[src/mbrs_pkg.sv]
package mbrs_pkg;
	// ***********************************************
	// clock and link defaults
	// ***********************************************
	localparam int unsigned CLK_HZ = 50000000;
	localparam int unsigned DEF_BAUD = 19200;
	localparam logic [7:0] DEF_ADDR = 8'h7e;
	localparam logic [7:0] DEF_DELAY = 8'h00;
	localparam int unsigned STOP_BITS = 2;
	localparam int unsigned DATA_BITS = 8;
	localparam int unsigned MS_CYC = CLK_HZ / 1000;
	localparam logic [15:0] DEF_DIV = 16'(CLK_HZ / DEF_BAUD);
	// ***********************************************
	// register offsets
	// ***********************************************
	localparam logic [7:0] OFS_ADDR = 8'h00;
	localparam logic [7:0] OFS_DIV = 8'h04;
	localparam logic [7:0] OFS_DELAY = 8'h08;
	localparam logic [7:0] OFS_CTRL = 8'h0c;
	localparam logic [7:0] OFS_STAT = 8'h10;
	localparam logic [7:0] OFS_RXD = 8'h14;
	localparam logic [7:0] OFS_TXD = 8'h18;
	localparam logic [7:0] OFS_DOUT = 8'h1c;
	// ctrl bits
	localparam int unsigned CTRL_UNLOCK = 0;
	localparam int unsigned CTRL_REMOTE = 1;
	localparam int unsigned CTRL_FWEN = 2;
	localparam logic [2:0] CTRL_RST = 3'h0;
	typedef enum logic [1:0] {
		MBRS_TX_IDLE = 2'b00,
		MBRS_TX_WAIT = 2'b01,
		MBRS_TX_SEND = 2'b10
	} mbrs_tx_t;
endpackage : mbrs_pkg

[src/mbrs_cfg_if.sv]
`timescale 1ns/1ps
interface mbrs_cfg_if;
	logic [15:0] div;
	logic [7:0] delay;
	logic [7:0] tx_data;
	logic tx_go;
	logic tx_busy;
	modport ctl (output div, delay, tx_data, tx_go, input tx_busy);
	modport tx (input div, delay, tx_data, tx_go, output tx_busy);
endinterface : mbrs_cfg_if

[src/mbrs_tx.sv]
`timescale 1ns/1ps
module mbrs_tx
	import mbrs_pkg::*;
(
	// clock, reset
	input wire logic core_clk,
	input wire logic arst_n,
	input wire logic clk_en,
	// config and data
	mbrs_cfg_if.tx cfg,
	// line
	output logic txd,
	output logic tx_oe
);
	import mbrs_pkg::*;
	mbrs_tx_t st_reg;
	logic [31:0] cnt_reg;
	logic [3:0] bit_reg;
	logic [10:0] sh_reg;
	logic [31:0] wait_cyc;
	// ***********************************************
	// reply delay then frame shift
	// ***********************************************
	// auto delay: 38 bit times, 3.5 characters of 11 bits rounded down
	always_comb begin
		if (cfg.delay == 8'h00)
			wait_cyc = 32'(cfg.div) * 32'd38 + 32'd1;
		else
			wait_cyc = 32'(cfg.delay) * 32'(MS_CYC);
	end
	assign cfg.tx_busy = (st_reg != MBRS_TX_IDLE);
	always_ff @(posedge core_clk or negedge arst_n) begin
		if (!arst_n) begin
			st_reg <= MBRS_TX_IDLE;
			cnt_reg <= 32'h0;
			bit_reg <= 4'h0;
			sh_reg <= 11'h7ff;
			txd <= 1'b1;
			tx_oe <= 1'b0;
		end else if (clk_en) begin
			case (st_reg)
				MBRS_TX_IDLE: begin
					txd <= 1'b1;
					tx_oe <= 1'b0;
					if (cfg.tx_go) begin
						// start, 8 data lsb first, 2 stop
						sh_reg <= {2'b11, cfg.tx_data, 1'b0};
						cnt_reg <= wait_cyc;
						st_reg <= MBRS_TX_WAIT;
					end
				end
				MBRS_TX_WAIT: begin
					if (cnt_reg <= 32'd1) begin
						cnt_reg <= 32'(cfg.div);
						bit_reg <= 4'd11;
						tx_oe <= 1'b1;
						txd <= sh_reg[0];
						sh_reg <= {1'b1, sh_reg[10:1]};
						st_reg <= MBRS_TX_SEND;
					end else
						cnt_reg <= cnt_reg - 32'd1;
				end
				MBRS_TX_SEND: begin
					if (cnt_reg <= 32'd1) begin
						cnt_reg <= 32'(cfg.div);
						if (bit_reg == 4'd1) begin
							st_reg <= MBRS_TX_IDLE;
							tx_oe <= 1'b0;
							txd <= 1'b1;
						end else begin
							bit_reg <= bit_reg - 4'd1;
							txd <= sh_reg[0];
							sh_reg <= {1'b1, sh_reg[10:1]};
						end
					end else
						cnt_reg <= cnt_reg - 32'd1;
				end
				default: st_reg <= MBRS_TX_IDLE;
			endcase
		end
	end
endmodule : mbrs_tx

[src/mbrs_link.sv]
`timescale 1ns/1ps
// Function
// - only replies, never starts a transfer
// - default address 126, 19200 baud, 8N2
// - delay zero derives delay from baud
// - manual delay 1 to 255 ms
// - settings from menu or link
// - settings read/write
// - firmware bytes accepted from link
// - protected writes refused unless unlocked
// - remote output set by link command
module mbrs_link
	import mbrs_pkg::*;
(
	// clock, reset
	input wire logic core_clk,
	input wire logic arst_n,
	input wire logic clk_en,
	// apb slave
	input wire logic psel,
	input wire logic penable,
	input wire logic pwrite,
	input wire logic [7:0] paddr,
	input wire logic [31:0] pwdata,
	output logic [31:0] prdata,
	output logic pready,
	output logic pslverr,
	// local menu
	input wire logic menu_we,
	input wire logic [1:0] menu_sel,
	input wire logic [15:0] menu_val,
	// rs485 line
	input wire logic rxd,
	output logic txd,
	output logic tx_oe,
	// digital output
	output logic dout
);
	import mbrs_pkg::*;
	mbrs_cfg_if cfg ();
	logic [7:0] addr_reg;
	logic [15:0] div_reg;
	logic [7:0] delay_reg;
	logic [2:0] ctrl_reg;
	logic [7:0] rxd_reg;
	logic rx_valid_reg;
	logic rx_ovr_reg;
	logic [7:0] txd_reg;
	logic go_reg;
	logic dout_reg;
	logic fw_byte_reg;
	logic [2:0] rsync_reg;
	logic [15:0] rcnt_reg;
	logic [3:0] rbit_reg;
	logic [7:0] rsh_reg;
	logic rbusy_reg;
	logic wr, rd, prot, rx_done, rline;
	logic rsh_line;
	// ***********************************************
	// apb decode
	// ***********************************************
	function automatic logic is_prot(input logic [7:0] a);
		is_prot = (a == OFS_ADDR) || (a == OFS_DIV) || (a == OFS_DELAY) ||
			(a == OFS_DOUT);
	endfunction : is_prot
	assign pready = 1'b1;
	assign wr = psel && penable && pwrite && clk_en;
	assign rd = psel && penable && !pwrite && clk_en;
	assign prot = is_prot(paddr) && !ctrl_reg[CTRL_UNLOCK];
	assign pslverr = psel && penable && pwrite && prot;
	// ***********************************************
	// link configuration
	// ***********************************************
	always_ff @(posedge core_clk or negedge arst_n) begin
		if (!arst_n) begin
			addr_reg <= DEF_ADDR;
			div_reg <= DEF_DIV;
			delay_reg <= DEF_DELAY;
		end else if (clk_en) begin
			if (wr && !prot) begin
				if (paddr == OFS_ADDR)
					addr_reg <= pwdata[7:0];
				if (paddr == OFS_DIV && pwdata[15:0] != 16'h0)
					div_reg <= pwdata[15:0];
				if (paddr == OFS_DELAY)
					delay_reg <= pwdata[7:0];
			end else if (menu_we) begin
				case (menu_sel)
					2'h0: addr_reg <= menu_val[7:0];
					2'h1: if (menu_val != 16'h0) div_reg <= menu_val;
					2'h2: delay_reg <= menu_val[7:0];
					default: ;
				endcase
			end
		end
	end
	always_ff @(posedge core_clk or negedge arst_n) begin
		if (!arst_n) begin
			ctrl_reg <= CTRL_RST;
			dout_reg <= 1'b0;
		end else if (clk_en && wr) begin
			if (paddr == OFS_CTRL)
				ctrl_reg <= pwdata[2:0];
			if (paddr == OFS_DOUT && !prot && ctrl_reg[CTRL_REMOTE])
				dout_reg <= pwdata[0];
		end
	end
	assign dout = dout_reg;
	// ***********************************************
	// reply byte, sent only after a request
	// ***********************************************
	always_ff @(posedge core_clk or negedge arst_n) begin
		if (!arst_n) begin
			txd_reg <= 8'h0;
			go_reg <= 1'b0;
		end else if (clk_en) begin
			go_reg <= 1'b0;
			if (wr && paddr == OFS_TXD && !cfg.tx_busy && !go_reg) begin
				txd_reg <= pwdata[7:0];
				go_reg <= 1'b1;
			end
		end
	end
	assign cfg.div = div_reg;
	assign cfg.delay = delay_reg;
	assign cfg.tx_data = txd_reg;
	assign cfg.tx_go = go_reg;
	mbrs_tx u_tx (
		.core_clk(core_clk),
		.arst_n(arst_n),
		.clk_en(clk_en),
		.cfg(cfg),
		.txd(txd),
		.tx_oe(tx_oe)
	);
	// ***********************************************
	// receiver
	// ***********************************************
	always_ff @(posedge core_clk or negedge arst_n) begin
		if (!arst_n)
			rsync_reg <= 3'h7;
		else if (clk_en)
			rsync_reg <= {rsync_reg[1:0], rxd};
	end
	assign rline = (rsync_reg[1] == rsync_reg[2]) ? rsync_reg[2] : rsh_line;
	always_ff @(posedge core_clk or negedge arst_n) begin
		if (!arst_n)
			rsh_line <= 1'b1;
		else if (clk_en)
			rsh_line <= rline;
	end
	assign rx_done = rbusy_reg && rcnt_reg == 16'h0 && rbit_reg == 4'd9;
	always_ff @(posedge core_clk or negedge arst_n) begin
		if (!arst_n) begin
			rbusy_reg <= 1'b0;
			rcnt_reg <= 16'h0;
			rbit_reg <= 4'h0;
			rsh_reg <= 8'h0;
		end else if (clk_en) begin
			if (!rbusy_reg) begin
				if (!rline) begin
					rbusy_reg <= 1'b1;
					rcnt_reg <= {1'b0, div_reg[15:1]};
					rbit_reg <= 4'h0;
				end
			end else if (rcnt_reg != 16'h0)
				rcnt_reg <= rcnt_reg - 16'h1;
			else begin
				rcnt_reg <= div_reg - 16'h1;
				rbit_reg <= rbit_reg + 4'h1;
				if (rbit_reg == 4'h0 && rline)
					rbusy_reg <= 1'b0;
				else if (rbit_reg >= 4'h1 && rbit_reg <= 4'h8)
					rsh_reg <= {rline, rsh_reg[7:1]};
				else if (rbit_reg == 4'd9)
					rbusy_reg <= 1'b0;
			end
		end
	end
	// received byte for software; firmware bytes flagged
	always_ff @(posedge core_clk or negedge arst_n) begin
		if (!arst_n) begin
			rxd_reg <= 8'h0;
			rx_valid_reg <= 1'b0;
			rx_ovr_reg <= 1'b0;
			fw_byte_reg <= 1'b0;
		end else if (clk_en) begin
			if (rx_done && rline) begin
				rxd_reg <= rsh_reg;
				rx_valid_reg <= 1'b1;
				rx_ovr_reg <= rx_ovr_reg | rx_valid_reg;
				fw_byte_reg <= ctrl_reg[CTRL_FWEN] && ctrl_reg[CTRL_UNLOCK];
			end else if (rd && paddr == OFS_RXD) begin
				rx_valid_reg <= 1'b0;
				rx_ovr_reg <= 1'b0;
			end
		end
	end
	// ***********************************************
	// read mux
	// ***********************************************
	always_ff @(posedge core_clk or negedge arst_n) begin
		if (!arst_n)
			prdata <= 32'h0;
		else if (clk_en && psel && !penable && !pwrite) begin
			case (paddr)
				OFS_ADDR: prdata <= {24'h0, addr_reg};
				OFS_DIV: prdata <= {16'h0, div_reg};
				OFS_DELAY: prdata <= {24'h0, delay_reg};
				OFS_CTRL: prdata <= {29'h0, ctrl_reg};
				OFS_STAT: prdata <= {28'h0, fw_byte_reg, cfg.tx_busy,
					rx_ovr_reg, rx_valid_reg};
				OFS_RXD: prdata <= {24'h0, rxd_reg};
				OFS_DOUT: prdata <= {31'h0, dout_reg};
				default: prdata <= 32'h0;
			endcase
		end
	end
endmodule : mbrs_link

[config.mk]
export PLATFORM = sky130hd
export DESIGN_NAME = mbrs_link
export DESIGN_NICKNAME = d
export VERILOG_FILES = /design/src/mbrs_pkg.sv /design/src/mbrs_cfg_if.sv /design/src/mbrs_tx.sv /design/src/mbrs_link.sv
export SDC_FILE = /design/constraint.sdc
export NUM_CORES = 1
export LEC_CHECK = 0
export BUFFER_PORTS_ARGS = -buffer_cell sky130_fd_sc_hd__buf_2
export CELL_PAD_IN_SITES_DETAIL_PLACEMENT = 1
export CELL_PAD_IN_SITES_GLOBAL_PLACEMENT = 2
export CORE_MARGIN = 1
export CORE_UTILIZATION = 28
export DETAILED_ROUTE_END_ITERATION = 10
export PLACE_DENSITY_LB_ADDON = 0.1
export SLEW_MARGIN = 10
export SYNTH_ARGS = -nofsm -noshare
export SYNTH_HDL_FRONTEND = slang
export SYNTH_SLANG_ARGS = --single-unit
export TNS_END_PERCENT = 100
[constraint.sdc]
create_clock -name core_clk -period 11.4 [get_ports core_clk]
set_input_delay 2.28 -clock core_clk [delete_from_list [all_inputs] [get_ports core_clk]]
set_output_delay 2.28 -clock core_clk [all_outputs]
set_load 0.05 [all_outputs]
### Word level (Yosys, flattened, before mapping)

Cells that the tools add are included.

| word-level totals | value |
|---|---|
| flip-flop bits (word level) | 172 |
| logic and storage cells | 190 |

| operators by class | value |
|---|---|
| eq/ne operators | 24 |
| $mul | 2 |
| magnitude comparators | 3 |
| bitwise operators | 3 |
| reductions and logical operators | 71 |
| muxes and demuxes | 57 |
| add/sub/neg operators | 6 |

Operators with widths:

| cell | count |
|---|---|
| $mux W16 | 8 |
| $pmux W16 S7 | 1 |
| $mux W32 | 3 |
| $mux W8 | 8 |
| $pmux W32 S2 | 1 |
| $reduce_bool A16 Y1 | 3 |
| $mux W11 | 4 |
| $pmux W11 S3 | 1 |
| $eq A8 B5 Y1 const B | 4 |
| $le A32 B1 Y1 const B | 1 |
| $sub A16 B1 Y16 const B | 2 |
| $sub A32 B1 Y32 const B | 1 |
| $logic_and A1 B1 Y1 | 25 |
| $reduce_and A5 Y1 | 5 |
| $mux W4 | 6 |
| $add A22 B1 Y23 const B | 1 |
| $mul A16 B5 Y21 const B | 1 |
| $mul A8 B12 Y20 const B | 1 |
| $reduce_bool A2 Y1 | 9 |
| $mux W1 | 17 |
| $eq A8 B4 Y1 const B | 2 |
| $logic_not A16 Y1 | 1 |
| $logic_not A8 Y1 | 2 |
| $reduce_and A2 Y1 | 6 |
| other kinds (27) | 53 |

### Longest topological paths before layout

Gate-level depths: netlist of the first run.

| logic depth | value |
|---|---|
| depth in word-level cells | 9 |
| depth in mapped cells | 14 |
| mapped depth without buffers | 14 |

### Modules after synthesis

A second synthesis of the first run with hierarchy kept.

| unflattened totals | value |
|---|---|
| cell total of the unflattened synthesis | 1281 |
| area, all modules | 12096.6 sq um |

Modules (own cells, without submodules):

| module | area each (sq um) | cells each | times used |
|---|---|---|---|
| mbrs_tx | 6198.4 | 741 | 1 |
| mbrs_link | 5898.2 | 540 | 1 |

### Worst setup path after synthesis of the first run

No wires, ideal clock.

| timing path | value |
|---|---|
| kind | in2out |
| start | in paddr[5] |
| end | out pslverr |
| data arrival time | 4247 ps |
| slack | 4873 ps |
| cell stages on the path | 3 |
| required time | 9120 ps |
| buffers on the path | 0 |
| cells stage by stage | nor3_2 nand2_1 nor4_1 |

| on the way | value |
|---|---|
| cells in the longest elaborated chain, start to end | 6 |
| elaborated cells on any way between the ends | 9 |
| those cells by class | eq/ne (3); reduce/logical (6) |

Ends and longest elaborated chain:

| element | RTL line | text |
|---|---|---|
| start, declared | mbrs_link.sv:23 | `input wire logic [7:0] paddr,` |
| $eq A8 B3 Y1 / $logic_not A8 Y1 (equally long branches) | mbrs_link.sv:63 | `is_prot = (a == OFS_ADDR) \|\| (a == OFS_DIV) \|\| (a == OFS_DELAY) \|\|` |
| $logic_or A1 B1 Y1 (2 in a row) | mbrs_link.sv:63 |  |
| $logic_or A1 B1 Y1 * | mbrs_link.sv:63 |  |
| $logic_and A1 B1 Y1 * | mbrs_link.sv:69 | `assign prot = is_prot(paddr) && !ctrl_reg[CTRL_UNLOCK];` |
| $logic_and A1 B1 Y1 * | mbrs_link.sv:70 | `assign pslverr = psel && penable && pwrite && prot;` |
| end, declared | mbrs_link.sv:27 | `output logic pslverr,` |

Mark *: on every way between the ends. The rest lies on a longest branch, timed or not.

### Worst setup path in the final report of the first run

Same ends and word-level chain as after synthesis.

==> metrics.txt, run 1 <==
CTS tree=done; post-synthesis cell type count=82; slowest stage cell, crit path=nor3_2; Post-CTS Setup Inserts=0; Root Driver=clkbuf_16; Post-DP HPWL=30300 um; post-DR vias/cell=5.23; Crit Path Class=primary input to output pin; final hold viol count=0; PostCTS Resize Cnt=0; Finished Layout Cells=1892; Warnings, synthesis=0; Worst Tran Pin Value=1.03 ns; Layout Utilization=32.1%; sequential share of the synthesized area=33.1%; vias in the first global route=10435; nets=1542; Seq cells post-synth=154; Num CTS Buffers=17; fin crit period=5.89 ns; PwrDens=279 nW/um2; Mapped Cells=1294; VDD IR max=136 uV; io pins=103; ANT nets after route=0; Pwr Total=0.00367 W; Setup TNS Final=0 ns; dominant synthesized flop cell=dfrtp_1; status=complete, no violations; met2 Usage GRT=32.8%; largest net degree at the start of global routing=63; remaining global-route overflow=0; met1 Use GR=26.9%; unrepaired setup endpoints after global routing=false; Tcrit/Tclk final=51.7%; Mapped Avg Cell Area=9.06 um2; Clock Latency Late Sink=0.48 ns; Async S/R FF share, synth=100%; mapped cell area=11700 um2; Critical Path RT=9.12 ns; fmax=170 MHz; placed cell count=1860; Initial DRC Count=438; antenna violations before repair=0; placer congestion estimate=0.799; static leakage=5.82 nW; layout cells sized above 1=17.3%; sequence of cells on the critical path=buf_2 -> nor3_2 -> nand2_1 -> nor4_1 -> buf_2; hold crit path type=register to register; core footprint=41000 um2; clk buf depth=2; Vias=9899; Inserted Diodes=0; R2R depth=13; clock-pin slew on the worst setup and hold paths=0.07 ns; Rows=74; Tot GR Track Use=20.0%; clock sink count=154; busiest grt layer=met2; Largest register FFs=32; wirelength, routed=40000 um; Die ar.=42700 um2; hold path depth=2; Area Growth Syn to Fin=12.5%; Residual DRC=0; # port buffers=69; CP arrival=3.61 ns; max-cap violation count=0; Final Setup Violations=0; endpoint class of the critical path=output pin; Die Height=207 um; 1st-pass router iterations=5; Setup Skew=0.0110 ns; Slew HR=31.0%; CP max stage delay=0.40 ns; most used cell, CP=buf_2; cts hold-fix bufs=0; detail-routed net length per standard cell=21.1 um; minimum hold slack=0.469 ns; H-Tree Depth=4; M3 GR Usage=3.89%; Initial Util=28.6%; die width=207 um; Post-synth EDFFs=0; max-slew violations=0; critical path peak fanout=6; Startpoint Class=primary input; first-pass GRT wire length=63200 um
[final timing paths]
kind / endpoint / start / slack, ns
worst max-delay path: pslverr / paddr[5] / 5.51
worst min-delay path: u_tx.sh_reg[7] / u_tx.sh_reg[7] / 0.47
worst max register to register: u_tx.cnt_reg[23] / cfg.delay[2] / 6.68
worst min register to register: u_tx.sh_reg[7] / u_tx.sh_reg[7] / 0.47
max in group asynchronous: fw_byte_reg / arst_n / 8.38
min in group asynchronous: cfg.tx_data[4] / arst_n / 1.78
[Yosys cell counts, types with 10 or more instances]
master,n,share of area [%]
nand3_1,20,0.85
o21ai_0,103,4.4
xor2_1,19,1.4
nor4_1,22,1.2
mux2_2,60,5.8
dfstp_2,25,5.6
xnor2_1,24,1.8
buf_4,19,1.2
a21oi_1,104,4.4
inv_1,87,2.8
ha_1,105,11
clkbuf_1,34,1.1
o22ai_1,13,0.69
a21o_1,15,0.96
nor2_1,104,3.3
o211ai_1,10,0.64
nor3_1,23,0.98
a31oi_1,14,0.75
nand4_1,13,0.69
nand2_1,116,3.7
buf_2,12,0.51
a221oi_1,10,0.75
mux2i_1,19,1.6
fa_1,24,4.1
dfrtp_1,129,28
[cell type report]
class                   count  area [um2]
clock buffers              17         425
fillers                  4772       27800
well taps                 532         666
multi-input cells        1001        7230
inverters                  87         327
clock inverters            15         175
repair buffers             86         479
flip-flops and latches    154        3880
[routing by layer]
layer / vias up / part of all wire [%]
met3: 27 / 2.6
met5: - / 0
met1: 4983 / 49
li1: 4770 / -
met4: 0 / 1.2
met2: 119 / 47
[layout by cell type, fill, tap and decap left out, types with 22 or more instances in the layout]
| master | n |
|---|---|
| a21oi_1 | 104 |
| buf_2 | 68 |
| dfrtp_1 | 129 |
| dfstp_2 | 25 |
| fa_1 | 24 |
| ha_1 | 104 |
| inv_1 | 87 |
| mux2_2 | 60 |
| nand2_1 | 116 |
| nor2_1 | 104 |
| nor3_1 | 23 |
| nor4_1 | 22 |
| o21ai_0 | 103 |
| xnor2_1 | 24 |
[power breakdown]
group | total [W] | switching, W | leakage [nW] | internal, W
Clock | 0.000593 | 0.000298 | 0.294 | 0.000295
Sequential | 0.000838 | 0.000179 | 1.90 | 0.000659
Combinational | 0.00224 | 0.00133 | 3.63 | 0.000911
Total | 0.00367 | 0.00181 | 5.82 | 0.00186
[worst max-delay path: cells and delay by family]
family | cells | cell delay (ns)
buffers and inverters | 2 | 0.42
AND/OR/NAND/NOR | 3 | 0.90
[through the flow]
| step | worst slack, ns | instance area (um2) |
|---|---|---|
| floorplan | 4.87 | 11800 |
| global placement | 5.52 | 12600 |
| CTS | 5.48 | 13200 |
| detailed placement | 5.50 | 12600 |
| global route | 5.37 | 13200 |
| finish | 5.51 | 13200 |
[kinds of logic after synthesis]
group	Yosys count	share of synthesized area [%]
AO/OA/AOI/OAI	361	19.4
XOR/XNOR	43	3.21
adder cells (fa/ha/maj)	129	15.3
buffers and inverters	154	5.74
flip-flops	154	33.1
multiplexers	80	7.48
other	2	0.0641
AND/OR/NAND/NOR	371	15.7
Note: power is estimated with default switching activity, not from simulation.
==> run 2: changes to the inputs <==
Clock period 11.4 ns to 5.2 ns, I/O delays scaled along.
==> run 2 against run 1 <==
  * Count of clock-buffer cells in the layout grew 6
  * Die area unchanged
  * Register-to-register slack worse by 6.0 ns
  * Global-route usage is 0.14 points higher
  * Sequential power up 120%
  * Clock skew increased by 0.0042 ns
  * Worst hold slack lost 0.0026 ns
  * Sequential share of layout area shrank 0.089 points
  * Final cell count increased by 0.32%
  * Via count shrank 0.33%
  * Total power grew 120%
  * Critical endpoint is now u_tx.cnt_reg[23]
  * Largest cell class unchanged
  * Largest power group unchanged
==> metrics.txt, run 2 (synthesized netlist as in run 1, its figures left out) <==
status=complete, no violations (unchanged); PostCTS Resize Cnt=0 (unchanged); Tot GR Track Use=20.2% (was 20.0%); final hold viol count=0 (unchanged); first-pass GRT wire length=63500 um (was 63200 um); Critical Path RT=5.61 ns (was 9.12 ns); Post-CTS Setup Inserts=0 (unchanged); post-DR vias/cell=5.20 (was 5.23); Hold Path Origin=u_tx.sh_reg[0] (was u_tx.sh_reg[7]); 1st-pass router iterations=4 (was 5); Crit Path Class=register to register (was primary input to output pin); Die Height=207 um (unchanged); cts hold-fix bufs=0 (unchanged); layout cells sized above 1=17.2% (was 17.3%); sw power=0.00391 W (was 0.00181 W); remaining global-route overflow=0 (unchanged); max-cap violation count=0 (unchanged); Largest register FFs=32 (unchanged); fmax=222 MHz; Worst Tran Pin Value=1.11 ns (was 1.03 ns); Final Setup Violations=0 (unchanged); worst setup path start=cfg.delay[2] (was paddr[5]); die width=207 um (unchanged); Slew HR=25.9% (was 31.0%); Num CTS Buffers=17 (unchanged); Initial DRC Count=349 (was 438); nets=1547 (was 1542); io pins=103 (unchanged); minimum hold slack=0.466 ns (was 0.469 ns); Cell Int Power=0.00420 W (was 0.00186 W); Area Growth Syn to Fin=12.8% (was 12.5%); Combinational Power Share=61.7% (was 61.0%); Sw Share=48.2% (was 49.2%); largest net degree at the start of global routing=108 (was 63); Vias=9866 (was 9899); H-Tree Depth=4 (unchanged); vias in the first global route=10320 (was 10435); fin crit period=4.50 ns; Root Driver=clkbuf_16 (unchanged); clock sink count=154 (unchanged); fillers=4777 (was 4772); Startpoint Class=register (was primary input); clock-pin slew on the worst setup and hold paths=0.07 ns (about the same); area taken by multi-input logic gates=7230 um2 (unchanged); Post-DP HPWL=31000 um (was 30300 um); register area=3880 um2 (unchanged); Setup TNS Final=0 ns (unchanged); CP arrival=4.91 ns (was 3.61 ns); Clock Power Share=16.0% (was 16.1%); max-slew violations=0 (unchanged); static leakage=5.83 nW (was 5.82 nW); detail-routed net length per standard cell=21.6 um (was 21.1 um); clk buf depth=2 (unchanged); Rows=74 (unchanged); unrepaired setup endpoints after global routing=false (unchanged); R2R Path Start=cfg.delay[2] (unchanged); hold crit path type=register to register (unchanged); Initial Util=28.6% (unchanged); antenna violations before repair=0 (unchanged); Die ar.=42700 um2 (unchanged); Setup Skew=0.0152 ns (was 0.0110 ns); Tcrit/Tclk final=86.5%; commonest non-fill, non-tap cell in the layout=dfrtp_1 (unchanged); VDD IR max=280 uV (was 136 uV); Residual DRC=0 (unchanged); critical path peak fanout=6 (unchanged); ANT nets after route=0 (unchanged); endpoint class of the critical path=register (was output pin); PwrDens=613 nW/um2 (was 279 nW/um2); Clock Latency Late Sink=0.48 ns (about the same); core footprint=41000 um2 (unchanged); most frequent cells in the layout=129 x dfrtp_1, 116 x nand2_1, 104 x nor2_1, 104 x a21oi_1, 104 x ha_1 (unchanged); # port buffers=69 (unchanged); placer congestion estimate=0.798 (was 0.799); wirelength, routed=40900 um (was 40000 um); CTS tree=done (unchanged); register share of total power=22.3% (was 22.8%)
[run 2: path summary, 6_finish.rpt]
check / to / slack, ns / cells past startpoint
min in group asynchronous: u_tx.cnt_reg[30] / 0.50 / 1
worst max register to register: u_tx.cnt_reg[23] / 0.70 / 14
worst min register to register: u_tx.sh_reg[0] / 0.47 / 2
worst min-delay path: u_tx.sh_reg[0] / 0.47 / 2
worst max-delay path: u_tx.cnt_reg[23] / 0.70 / 14
max in group asynchronous: rcnt_reg[2] / 3.66 / 2
[run 2: area by class of cell]
class,instances,area share (%)
timing repair buffer,91,4.10
clock buffer,23,3.46
tap,532,5.03
sequential,154,29.4
antenna,1,0.0189
clock inverter,9,0.889
inverter,87,2.47
multi-input combinational,1001,54.7
[run 2: power by group through the flow]
| stage | sequential, W | combinational, W | clock [W] |
|---|---|---|---|
| 2_1_floorplan | 0.00170 | 0.00366 | 0 |
| 3_3_place_gp | 0.00182 | 0.00506 | 0 |
| 3_5_place_dp | 0.00183 | 0.00509 | 0 |
| 4_1_cts | 0.00181 | 0.00512 | 0.00134 |
| 5_1_grt | 0.00185 | 0.00570 | 0.00138 |
| 6_report | 0.00181 | 0.00501 | 0.00130 |
[run 2: per-layer routing]
metal  wire length [um]  vias to the layer above  track usage [%]
met4                890                        0             6.30
li1                   -                     4770                -
met1              19900                     4896             27.4
met2              18800                      162             32.1
met5                  0                        -                0
met3               1340                       38             3.88
[run 2: metrics by stage]
stage / utilization (%) / instance area (um2) / instances / worst slack (ns) / power [W]
6_report: 32.2 / 13200 / 1898 / 0.704 / 0.00811
4_1_cts: 32.2 / 13200 / 1897 / 0.668 / 0.00827
3_5_place_dp: 30.8 / 12600 / 1865 / 0.662 / 0.00691
5_1_grt: 32.2 / 13200 / 1897 / 0.383 / 0.00892
2_1_floorplan: - / 11800 / 1309 / 1.15 / 0.00536
3_3_place_gp: 30.8 / 12600 / 1865 / 0.677 / 0.00688
[run 2: critical path, cell delays in order, from the launching register on]
cell and delay [ns]:
dfrtp_1 0.51, ha_1 0.38, ha_1 0.28, inv_1 0.05
fa_1 0.49, inv_1 0.05, fa_1 0.47, ha_1 0.36
o21ai_0 0.12, o21ai_0 0.34, nand3_1 0.11, o21ai_0 0.36
a221oi_1 0.16, or4b_2 0.66, nand3_1 0.09
